`config.mk`:
```
export PLATFORM = sky130hd
export DESIGN_NAME = meter_cfg
export DESIGN_NICKNAME = d
export VERILOG_FILES = /design/src/logic/meter_cfg_pkg.sv /design/src/logic/pulse_converter.sv /design/src/logic/meter_cfg.sv
export VERILOG_INCLUDE_DIRS = /design/src /design/src/logic
export SDC_FILE = /design/constraint.sdc
export NUM_CORES = 2
export LEC_CHECK = 0
export BUFFER_PORTS_ARGS = -buffer_cell sky130_fd_sc_hd__buf_4
export CAP_MARGIN = 10
export CORE_MARGIN = 1
export CORE_UTILIZATION = 25
export CTS_BUF_LIST = sky130_fd_sc_hd__clkbuf_16
export DETAILED_ROUTE_END_ITERATION = 6
export PLACE_DENSITY = 0.52
export SYNTH_ARGS = -nofsm -noshare
export SYNTH_HDL_FRONTEND = slang
export SYNTH_SLANG_ARGS = --single-unit
export TNS_END_PERCENT = 5
```
`constraint.sdc`:
```
create_clock -name core_clk -period 14 [get_ports core_clk]
set_input_delay 1.4 -clock core_clk [delete_from_list [all_inputs] [get_ports core_clk]]
set_output_delay 1.4 -clock core_clk [all_outputs]
set_load 0.03 [all_outputs]
```
`src/logic/meter_cfg_map.svh`:
```
// register offsets, field positions, reset values and timing counts
`ifndef METER_CFG_MAP_SVH
`define METER_CFG_MAP_SVH
`define OFS_GAIN        12'h000
`define OFS_HPF         12'h004
`define OFS_CONFIG      12'h008
`define OFS_DIV1        12'h00C
`define OFS_DIV2        12'h010
`define OFS_DIV3        12'h014
`define OFS_NOMINAL_VOLTAGE_LEVEL      12'h018
`define OFS_PMODE       12'h01C
`define OFS_COMP        12'h020
`define OFS_RUN         12'h024
`define OFS_ACTIVE_ENERGY_THRESHOLD_LO     12'h028
`define OFS_ACTIVE_ENERGY_THRESHOLD_HI     12'h02C
`define OFS_REACTIVE_ENERGY_THRESHOLD_LO   12'h030
`define OFS_REACTIVE_ENERGY_THRESHOLD_HI   12'h034
`define OFS_APPARENT_ENERGY_THRESHOLD_LO    12'h038
`define OFS_APPARENT_ENERGY_THRESHOLD_HI    12'h03C
`define OFS_STATUS      12'h040
`define OFS_E_PHA       12'h044
`define OFS_E_PHB       12'h048
`define OFS_E_PHC       12'h04C
`define OFS_PHASE_EN    12'h050
`define BIT_INTEG       0
`define BIT_OUT1_DIS    9
`define BIT_OUT2_DIS    10
`define BIT_OUT3_DIS    11
`define COMP_PHASE_MAP  16'h3911
`define RST_DIV         16'h0001
`define RST_PMODE       16'h0000
`define RST_COMP        16'h01FF
`define PULSE_WIDTH_NS  80
`define CLK_PERIOD_NS   40
`define PULSE_CYC       ((`PULSE_WIDTH_NS + `CLK_PERIOD_NS - 1) / `CLK_PERIOD_NS)
`endif

```
`src/logic/meter_cfg_pkg.sv`:
```
// types shared by the meter configuration logic
`default_nettype none
package meter_cfg_pkg;
  typedef enum logic [2:0] {
    ST_POWERDOWN = 3'b001,
    ST_NORMAL    = 3'b010,
    ST_RUNNING   = 3'b100
  } power_state_t;
  typedef logic [23:0] word24_t;
endpackage
`default_nettype wire

```
`src/logic/pulse_converter.sv`:
```
// energy-to-frequency converter for one pulse output
`include "meter_cfg_map.svh"
`default_nettype none
module pulse_converter #(
  parameter int ACC_W = 32
) (
  input  wire logic             core_clk,      // clock
  input  wire logic             srst,          // sync reset
  input  wire logic             run,           // engine running
  input  wire logic             out_dis,       // pin disable
  input  wire logic [15:0]      pulse_divider, // energy per pulse
  input  wire logic [15:0]      energy_inc,    // energy this tick
  input  wire logic             energy_vld,    // energy tick
  output logic                  pulse_out      // pulse pin
);
  logic [ACC_W-1:0] acc_r, acc_nxt;
  logic [3:0]       wid_r, wid_nxt;
  logic             pls_r, pls_nxt;
  logic [ACC_W-1:0] sum;
  logic [ACC_W-1:0] lim;

  if (ACC_W < 17) begin : g_bad_acc
    $error("ACC_W too small");
  end
  // the pulse width counter is only four bits wide
  if (`PULSE_CYC < 1 || `PULSE_CYC > 16) begin : g_bad_wid
    $error("pulse width out of range");
  end

  always_comb begin
    sum     = acc_r + ACC_W'(energy_inc);
    // a zero divider is treated as one so the output never stalls
    lim     = (pulse_divider == 16'h0000) ? ACC_W'(1) : ACC_W'(pulse_divider);
    acc_nxt = acc_r;
    wid_nxt = wid_r;
    pls_nxt = pls_r;
    if (wid_r != 4'h0) begin
      wid_nxt = wid_r - 4'h1;
    end else begin
      pls_nxt = 1'b0;
    end
    if (run && energy_vld) begin
      if (sum >= lim) begin
        acc_nxt = sum - lim;
        if (!out_dis) begin
          pls_nxt = 1'b1;
          wid_nxt = 4'(`PULSE_CYC - 1);
        end
      end else begin
        acc_nxt = sum;
      end
    end
  end

  always_ff @(posedge core_clk) begin
    if (srst) begin
      acc_r <= '0;
      wid_r <= 4'h0;
      pls_r <= 1'b0;
    end else begin
      acc_r <= acc_nxt;
      wid_r <= wid_nxt;
      pls_r <= pls_nxt;
    end
  end

  assign pulse_out = pls_r;
endmodule
`default_nettype wire

```
`src/logic/meter_cfg.sv`:
```
// configuration, power mode and pulse routing of a three-phase meter
`include "meter_cfg_map.svh"
`default_nettype none
// Overview of operation
// - each divider sets how much energy makes one pulse on its output
// - pin hi low and pin lo high select the normal power state
// - highpass disable written zero keeps the filter in the data path
// - config bit 0 enables integrator; zero bypasses it
// - pulse mode bits 9..11 each disable their own pulse output
// - computation mode 0x3911 routes phases A, B, C to outputs 1..3
// - writing one to run starts the processing engine
// - each energy threshold is 48 bits, written as two 24-bit halves
module meter_cfg
#(
  parameter int ACC_W = 32
) (
  input  wire logic                 core_clk,          // 25 MHz clock
  input  wire logic                 srst,              // sync reset
  input  wire logic                 psel,              // apb select
  input  wire logic                 penable,           // apb enable
  input  wire logic                 pwrite,            // apb direction
  input  wire logic [11:0]          paddr,             // apb byte address
  input  wire logic [31:0]          pwdata,            // apb write data
  output logic      [31:0]          prdata,            // apb read data
  output logic                      pready,            // apb ready
  output logic                      pslverr,           // apb error
  input  wire logic                 power_mode_pin_hi, // mode pin 1
  input  wire logic                 power_mode_pin_lo, // mode pin 0
  input  wire logic                 energy_vld,        // energy tick
  input  wire logic [15:0]          energy_pha,        // phase A energy
  input  wire logic [15:0]          energy_phb,        // phase B energy
  input  wire logic [15:0]          energy_phc,        // phase C energy
  output logic                      pulse_out_first,   // pulse pin 1
  output logic                      pulse_out_second,  // pulse pin 2
  output logic                      pulse_out_third,   // pulse pin 3
  output logic                      highpass_en,       // filter in path
  output logic                      integrator_enable, // integrator on
  output logic      [31:0]          gain_setting,      // pga gains
  output logic      [31:0]          nominal_voltage_level, // level value
  output logic      [47:0]          active_energy_threshold,   // 48 bit
  output logic      [47:0]          reactive_energy_threshold, // 48 bit
  output logic      [47:0]          apparent_energy_threshold, // 48 bit
  output var meter_cfg_pkg::power_state_t power_state   // power state
);
  import meter_cfg_pkg::*;

  // a 16-bit divider must fit the accumulator; wider than 64 bits only
  // costs area
  if (ACC_W < 17 || ACC_W > 64) begin : g_bad_acc
    $error("ACC_W out of range");
  end

  // mode pins come from outside, two flops before use
  logic [1:0] pm_s1_r, pm_s2_r;
  always_ff @(posedge core_clk) begin
    if (srst) begin
      pm_s1_r <= 2'b00;
      pm_s2_r <= 2'b00;
    end else begin
      pm_s1_r <= {power_mode_pin_hi, power_mode_pin_lo};
      pm_s2_r <= pm_s1_r;
    end
  end

  logic [31:0] gain_r, gain_nxt;
  logic        hpf_dis_r, hpf_dis_nxt;
  logic [31:0] config_r, config_nxt;
  logic [15:0] div_r [3], div_nxt [3];
  logic [31:0] nominal_voltage_level_r, nominal_voltage_level_nxt;
  logic [15:0] pmode_r, pmode_nxt;
  logic [15:0] comp_r, comp_nxt;
  logic        run_r, run_nxt;
  word24_t     thr_r [6], thr_nxt [6];
  logic [31:0] prdata_r, prdata_nxt;

  logic        normal_pins;
  logic        wr_acc, rd_acc, hit;
  logic [31:0] rd_val;

  // an unknown select feeds no energy, so a bad code gives no pulses
  function automatic logic [15:0] sel_phase(input logic [1:0] ph,
      input logic [15:0] a, input logic [15:0] b, input logic [15:0] c);
    case (ph)
      2'd0:    sel_phase = a;
      2'd1:    sel_phase = b;
      2'd2:    sel_phase = c;
      default: sel_phase = 16'h0000;
    endcase
  endfunction

  // hi low with lo high is the only pin pair that powers the meter up
  assign normal_pins = (pm_s2_r == 2'b01);
  // every transfer completes in its first access cycle
  assign pready  = 1'b1;
  // writes land at the access edge only, never during setup
  assign wr_acc  = psel && penable && pwrite;
  assign rd_acc  = psel && !pwrite;

  // read decode, data registered during setup so access phase is 0 wait
  always_comb begin
    hit    = 1'b1;
    rd_val = 32'h0000_0000;
    case (paddr)
      `OFS_GAIN:      rd_val = gain_r;
      `OFS_HPF:       rd_val = {31'h0, hpf_dis_r};
      `OFS_CONFIG:    rd_val = config_r;
      `OFS_DIV1:      rd_val = {16'h0000, div_r[0]};
      `OFS_DIV2:      rd_val = {16'h0000, div_r[1]};
      `OFS_DIV3:      rd_val = {16'h0000, div_r[2]};
      `OFS_NOMINAL_VOLTAGE_LEVEL:    rd_val = nominal_voltage_level_r;
      `OFS_PMODE:     rd_val = {16'h0000, pmode_r};
      `OFS_COMP:      rd_val = {16'h0000, comp_r};
      `OFS_RUN:       rd_val = {31'h0, run_r};
      `OFS_ACTIVE_ENERGY_THRESHOLD_LO:   rd_val = {8'h00, thr_r[0]};
      `OFS_ACTIVE_ENERGY_THRESHOLD_HI:   rd_val = {8'h00, thr_r[1]};
      `OFS_REACTIVE_ENERGY_THRESHOLD_LO: rd_val = {8'h00, thr_r[2]};
      `OFS_REACTIVE_ENERGY_THRESHOLD_HI: rd_val = {8'h00, thr_r[3]};
      `OFS_APPARENT_ENERGY_THRESHOLD_LO:  rd_val = {8'h00, thr_r[4]};
      `OFS_APPARENT_ENERGY_THRESHOLD_HI:  rd_val = {8'h00, thr_r[5]};
      `OFS_STATUS:    rd_val = {29'h0, power_state};
      default:        hit = 1'b0;
    endcase
  end

  // unmapped offsets answer with an error and change nothing
  assign pslverr = psel && penable && !hit;

  always_comb begin
    gain_nxt   = gain_r;
    hpf_dis_nxt = hpf_dis_r;
    config_nxt = config_r;
    nominal_voltage_level_nxt = nominal_voltage_level_r;
    pmode_nxt  = pmode_r;
    comp_nxt   = comp_r;
    run_nxt    = run_r;
    prdata_nxt = prdata_r;
    for (int i = 0; i < 3; i++) begin
      div_nxt[i] = div_r[i];
    end
    for (int i = 0; i < 6; i++) begin
      thr_nxt[i] = thr_r[i];
    end
    if (rd_acc && !penable) begin
      prdata_nxt = rd_val;
    end

    // each threshold half lands alone; the 48-bit copy joins both halves
    if (wr_acc) begin
      case (paddr)
        `OFS_GAIN:      gain_nxt = pwdata;
        `OFS_HPF:       hpf_dis_nxt = pwdata[0];
        `OFS_CONFIG:    config_nxt = pwdata;
        `OFS_DIV1:      div_nxt[0] = pwdata[15:0];
        `OFS_DIV2:      div_nxt[1] = pwdata[15:0];
        `OFS_DIV3:      div_nxt[2] = pwdata[15:0];
        `OFS_NOMINAL_VOLTAGE_LEVEL:    nominal_voltage_level_nxt = pwdata;
        `OFS_PMODE:     pmode_nxt = pwdata[15:0];
        `OFS_COMP:      comp_nxt = pwdata[15:0];
        // only the value one starts the engine, anything else stops it
        `OFS_RUN:       run_nxt = (pwdata == 32'h0000_0001);
        `OFS_ACTIVE_ENERGY_THRESHOLD_LO:   thr_nxt[0] = pwdata[23:0];
        `OFS_ACTIVE_ENERGY_THRESHOLD_HI:   thr_nxt[1] = pwdata[23:0];
        `OFS_REACTIVE_ENERGY_THRESHOLD_LO: thr_nxt[2] = pwdata[23:0];
        `OFS_REACTIVE_ENERGY_THRESHOLD_HI: thr_nxt[3] = pwdata[23:0];
        `OFS_APPARENT_ENERGY_THRESHOLD_LO:  thr_nxt[4] = pwdata[23:0];
        `OFS_APPARENT_ENERGY_THRESHOLD_HI:  thr_nxt[5] = pwdata[23:0];
        default: ;
      endcase
    end
  end

  // dividers leave reset at one so an unset pin still counts
  always_ff @(posedge core_clk) begin
    if (srst) begin
      gain_r    <= 32'h0000_0000;
      hpf_dis_r <= 1'b0;
      config_r  <= 32'h0000_0000;
      nominal_voltage_level_r  <= 32'h0000_0000;
      pmode_r   <= `RST_PMODE;
      comp_r    <= `RST_COMP;
      run_r     <= 1'b0;
      prdata_r  <= 32'h0000_0000;
      for (int i = 0; i < 3; i++) begin
        div_r[i] <= `RST_DIV;
      end
      for (int i = 0; i < 6; i++) begin
        thr_r[i] <= 24'h00_0000;
      end
    end else begin
      gain_r    <= gain_nxt;
      hpf_dis_r <= hpf_dis_nxt;
      config_r  <= config_nxt;
      nominal_voltage_level_r  <= nominal_voltage_level_nxt;
      pmode_r   <= pmode_nxt;
      comp_r    <= comp_nxt;
      run_r     <= run_nxt;
      prdata_r  <= prdata_nxt;
      for (int i = 0; i < 3; i++) begin
        div_r[i] <= div_nxt[i];
      end
      for (int i = 0; i < 6; i++) begin
        thr_r[i] <= thr_nxt[i];
      end
    end
  end

  // read data stands until the next read setup
  assign prdata = prdata_r;

  // power state follows the pins; running needs run set as well
  // losing the normal pins drops to power-down whether run is set or not
  power_state_t ps_r, ps_nxt;
  always_comb begin
    case (ps_r)
      ST_POWERDOWN: ps_nxt = normal_pins ? ST_NORMAL : ST_POWERDOWN;
      ST_NORMAL: begin
        if (!normal_pins) ps_nxt = ST_POWERDOWN;
        else if (run_r) ps_nxt = ST_RUNNING;
        else ps_nxt = ST_NORMAL;
      end
      ST_RUNNING: begin
        if (!normal_pins) ps_nxt = ST_POWERDOWN;
        else if (!run_r) ps_nxt = ST_NORMAL;
        else ps_nxt = ST_RUNNING;
      end
      default: ps_nxt = ST_POWERDOWN;
    endcase
  end

  always_ff @(posedge core_clk) begin
    if (srst) begin
      ps_r <= ST_POWERDOWN;
    end else begin
      ps_r <= ps_nxt;
    end
  end

  assign power_state = ps_r;

  // configuration outputs registered from their sources
  // the copies lag the register file by one edge and never glitch
  always_ff @(posedge core_clk) begin
    if (srst) begin
      highpass_en               <= 1'b0;
      integrator_enable         <= 1'b0;
      gain_setting              <= 32'h0000_0000;
      nominal_voltage_level     <= 32'h0000_0000;
      active_energy_threshold   <= 48'h0000_0000_0000;
      reactive_energy_threshold <= 48'h0000_0000_0000;
      apparent_energy_threshold <= 48'h0000_0000_0000;
    end else begin
      highpass_en               <= !hpf_dis_r;
      integrator_enable         <= config_r[`BIT_INTEG];
      gain_setting              <= gain_r;
      nominal_voltage_level     <= nominal_voltage_level_r;
      active_energy_threshold   <= {thr_r[1], thr_r[0]};
      reactive_energy_threshold <= {thr_r[3], thr_r[2]};
      apparent_energy_threshold <= {thr_r[5], thr_r[4]};
    end
  end

  // phase routing: comp_r[8:0] holds three 3-bit phase selects, one per out
  // a select of 1 = A, 2 = B, 4 = C; 0x3911 gives A, B, C in order
  logic [2:0]  out_pins;
  logic [15:0] route_e [3];
  logic        running;
  assign running = (ps_r == ST_RUNNING);

  function automatic logic [1:0] phase_of(input logic [2:0] sel);
    case (sel)
      3'b001:  phase_of = 2'd0;
      3'b010:  phase_of = 2'd1;
      3'b100:  phase_of = 2'd2;
      default: phase_of = 2'd3;
    endcase
  endfunction

  // a disabled pin still drains its accumulator, so enabling it later
  // does not release a burst of stored pulses
  for (genvar g = 0; g < 3; g++) begin : g_out
    assign route_e[g] = sel_phase(phase_of(comp_r[3*g +: 3]),
                                  energy_pha, energy_phb, energy_phc);
    pulse_converter #(.ACC_W(ACC_W)) u_conv (
      .core_clk      (core_clk),
      .srst          (srst),
      .run           (running),
      .out_dis       (pmode_r[`BIT_OUT1_DIS + g]),
      .pulse_divider (div_r[g]),
      .energy_inc    (route_e[g]),
      .energy_vld    (energy_vld),
      .pulse_out     (out_pins[g])
    );
  end

  assign pulse_out_first  = out_pins[0];
  assign pulse_out_second = out_pins[1];
  assign pulse_out_third  = out_pins[2];
endmodule
`default_nettype wire

```
==> flow_summary.ini <==
[outcome]
status = finished clean

[cts]
cts_tree = done
cts_buffers = 78
cts_max_path_buffers = 3
clk_pin_slew_ns = 0.06
post_cts_buffers = 0
root_buffer = clkbuf_16
clock-sinks = 682
cts_resized = 0
clk_latency_ns = 0.70
postCtsHoldBufs = 0
h-tree-depth = 3

[synth]
synthCells = 4226
yosysUniqueCellTypes = 95
synthArstFlopShare_pct = 0
synth.net_count = 4428
synth_edf_count = 0
yosys_register_bits = 682
synth_ff_type = dfxtp_1
ys_seq_area_share_pct = 40.8
synth_area_sq_mm = 0.0335
avgSynthCellArea_sq_um = 7.92
ys_warn_count = 0

[setup_path]
cp_top_family = simple AND/OR/NAND/NOR gates
slowest_stage = nand2_1
r2r-start = comp_r[7]
worst-setup-path-type = flip-flop to flip-flop
crit_path_frequent_cell = a21oi_1
path_buf_inv = 2
cp_slowest_stage_delay_ns = 0.83
crit_path_end_kind = flip-flop
worstPathArrival_ns = 7.85
crit_path_start_kind = flip-flop
r2r_setup_slack_ns = 6.75
rr_worst_depth = 24
worstReg2RegEnd = g_out[2].u_conv.acc_r[27]
crit_start = comp_r[7]
path_max_fanout = 30
critical_path.cell_chain = nor2b_1, buf_4, a22oi_1, o21ai_0, ha_1, inv_1, fa_1, nand2b_1, a21oi_1, o21ai_0, a21oi_1, and3_1, nor2b_1, xnor2_1, ha_1, nand4_1, nor4_1, nand4b_1, nand3_1, nor4_2, nand2_1, and4_1, or4_1, a21oi_1
cp_data_required_time_ns = 14.60

[final_layout]
n_fill_cell = 14099
multi_input_area_sq_mm = 0.0185
nets = 4626
layout_commonest_cell = nand2_1
layout_common_cells = nand2_1 (905), dfxtp_1 (682), a21oi_1 (488), buf_4 (399), nor2b_1 (242)
final-seq-area_sq_mm = 0.0137
area_growth_pct = 20.7
drive_gt1_share_pct = 13.4
instances_no_fill = 6244

[placement]
place_inst = 6099
dp.final_hpwl_microns = 98800
gp_congestion = 0.881
port_buffers = 348
dp_slack_ns = 6.36

[sta]
worst_pin_slew_ns = 1.28
setup_tns_ns = 0
slew_violations = 0
period_needed_ns = 7.25
finalWorstSetupSlack_ns = 6.75
min_period_over_period_pct = 51.8
fmax_mhz = 138
max_slew_margin_pct = 14.7
hold_viol = 0
skew_ns = 0.0511
setup_viol = 0
rsz0062_at_grt = false

[pwr]
ir_drop_mv = 0.0920
power.leakage_nw = 14.5
power.density_mw_per_mm2 = 106
finalPower_mw = 4.29

[detailed_routing]
routedWlPerCell_microns = 21.7
vias = 31671
first_iter_violations = 3305
wirelength_microns = 136000
drc_errors = 0
firstDrtPassIters = 6
viasPerCell = 5.07
ant_nets = 0

[worst_hold_path]
hp-start = pm_s1_r[1]
hold_class = flip-flop to flip-flop
hold_end = pm_s2_r[1]
holdPathStages = 1

[floorplanning]
ios = 350
initial_core_util_pct = 25.3
coreArea_sq_mm = 0.132
fp.dieW_microns = 368
die_h_microns = 368
placementRows = 133
dieArea_sq_mm = 0.135

[grt]
grt_use_total_pct = 19.2
first_global_vias = 29476
grt_pass1_wl_microns = 198000
grt-ovfl-total = 0
grt_max_degree = 207
antenna_found_initial = 10

[run]
drv_cap = 0
==> through the flow <==
step | util (%) | area (sq um) | hold slack, ns
4_1_cts | 30.6 | 40400 | 0.452
2_1_floorplan | - | 33500 | 0.413
5_1_grt | 30.6 | 40400 | 0.467
3_5_place_dp | 28.6 | 37700 | 0.436
3_3_place_gp | 28.6 | 37700 | 0.428
6_report | 30.6 | 40400 | 0.447
==> worst max path at each step <==
stage	cells past startpoint	end
after global placement	23	g_out[2].u_conv.acc_r[27]
after CTS	23	g_out[2].u_conv.acc_r[27]
final	24	g_out[2].u_conv.acc_r[27]
after detailed placement	23	g_out[2].u_conv.acc_r[27]
after floorplan	23	g_out[1].u_conv.acc_r[27]
after global routing	23	g_out[2].u_conv.acc_r[30]
==> sequential cells by signal, indices dropped and copies added, names as in the netlist, 2 cells and up <==
name,cells
gain_setting,32
gain_r,32
nominal_voltage_level,32
pm_s2_r,2
g_out.u_conv.acc_r,96
thr_r,144
comp_r,16
apparent_energy_threshold,48
nominal_voltage_level_r,32
prdata,32
active_energy_threshold,48
g_out.u_conv.wid_r,12
pmode_r,16
pm_s1_r,2
reactive_energy_threshold,48
g_out.u_conv.pulse_out,3
power_state,3
config_r,32
div_r,48
==> logic make-up after synthesis <==
logic type,after synthesis,synth area share [%]
other,1,0.0112
buffers and inverters,377,4.33
multiplexers,50,1.55
AND/OR/NAND/NOR,1776,24.8
XOR/XNOR,139,3.64
AO/OA/AOI/OAI,1096,20.8
adder cells (fa/ha/maj),105,4.04
flip-flops,682,40.8
==> per-layer routing <==
| metal | up-vias | global-route usage [%] | routed length (microns) |
|---|---|---|---|
| li1 | 15200 | - | - |
| met1 | 15204 | 25.8 | 60200 |
| met2 | 1074 | 30.5 | 61800 |
| met3 | 185 | 3.42 | 9210 |
| met4 | 8 | 7.03 | 4490 |
| met5 | - | 0 | 54 |
==> layout make-up <==
| class | instances | share of cell area [%] |
|---|---|---|
| Multi-Input combinational cell | 3167 | 45.8 |
| Sequential cell | 682 | 33.8 |
| Timing Repair Buffer | 402 | 7.55 |
| Tap cell | 1755 | 5.44 |
| Clock buffer | 78 | 4.83 |
| Clock inverter | 63 | 1.69 |
| Inverter | 93 | 0.864 |
| Antenna cell | 4 | 0.0248 |
==> synthesized netlist by cell type (8+ instances only) <==
master	n	area, sq um
nand4_1	47	294
clkbuf_1	260	976
xor2_1	43	377
mux2_2	15	169
o211ai_1	29	218
a21oi_1	488	2440
buf_2	17	85.1
a311oi_1	30	263
or3_1	30	188
nand3b_1	19	143
a211oi_1	55	413
a221oi_1	48	420
nor4_1	31	194
dfxtp_1	682	13700
and4_1	16	140
and3_1	34	213
nor2b_1	242	1510
nor2_1	227	852
a31oi_1	13	81.3
nor3b_1	9	67.6
inv_1	93	349
a22oi_1	95	713
a21o_1	24	180
o21ai_0	141	706
and2_1	14	87.6
or4_1	9	67.6
nand2_1	907	3400
nor3_1	66	330
a222oi_1	24	240
o31a_1	9	78.8
nand2b_1	25	156
or2_2	8	50.1
a31o_2	8	70.1
nand3_1	63	315
xnor2_1	96	841
o21a_1	22	165
o31ai_1	13	97.6
mux2i_1	35	350
a22o_1	15	131
ha_1	96	1200
==> report_power, final <==
group	switching [mW]	total, mW	internal, mW
Combinational	0.136	0.206	0.0701
Sequential	0.0125	1.97	1.96
Clock	0.917	2.12	1.20
Total	1.07	4.29	3.23
Power figures use the tool's default switching activity.
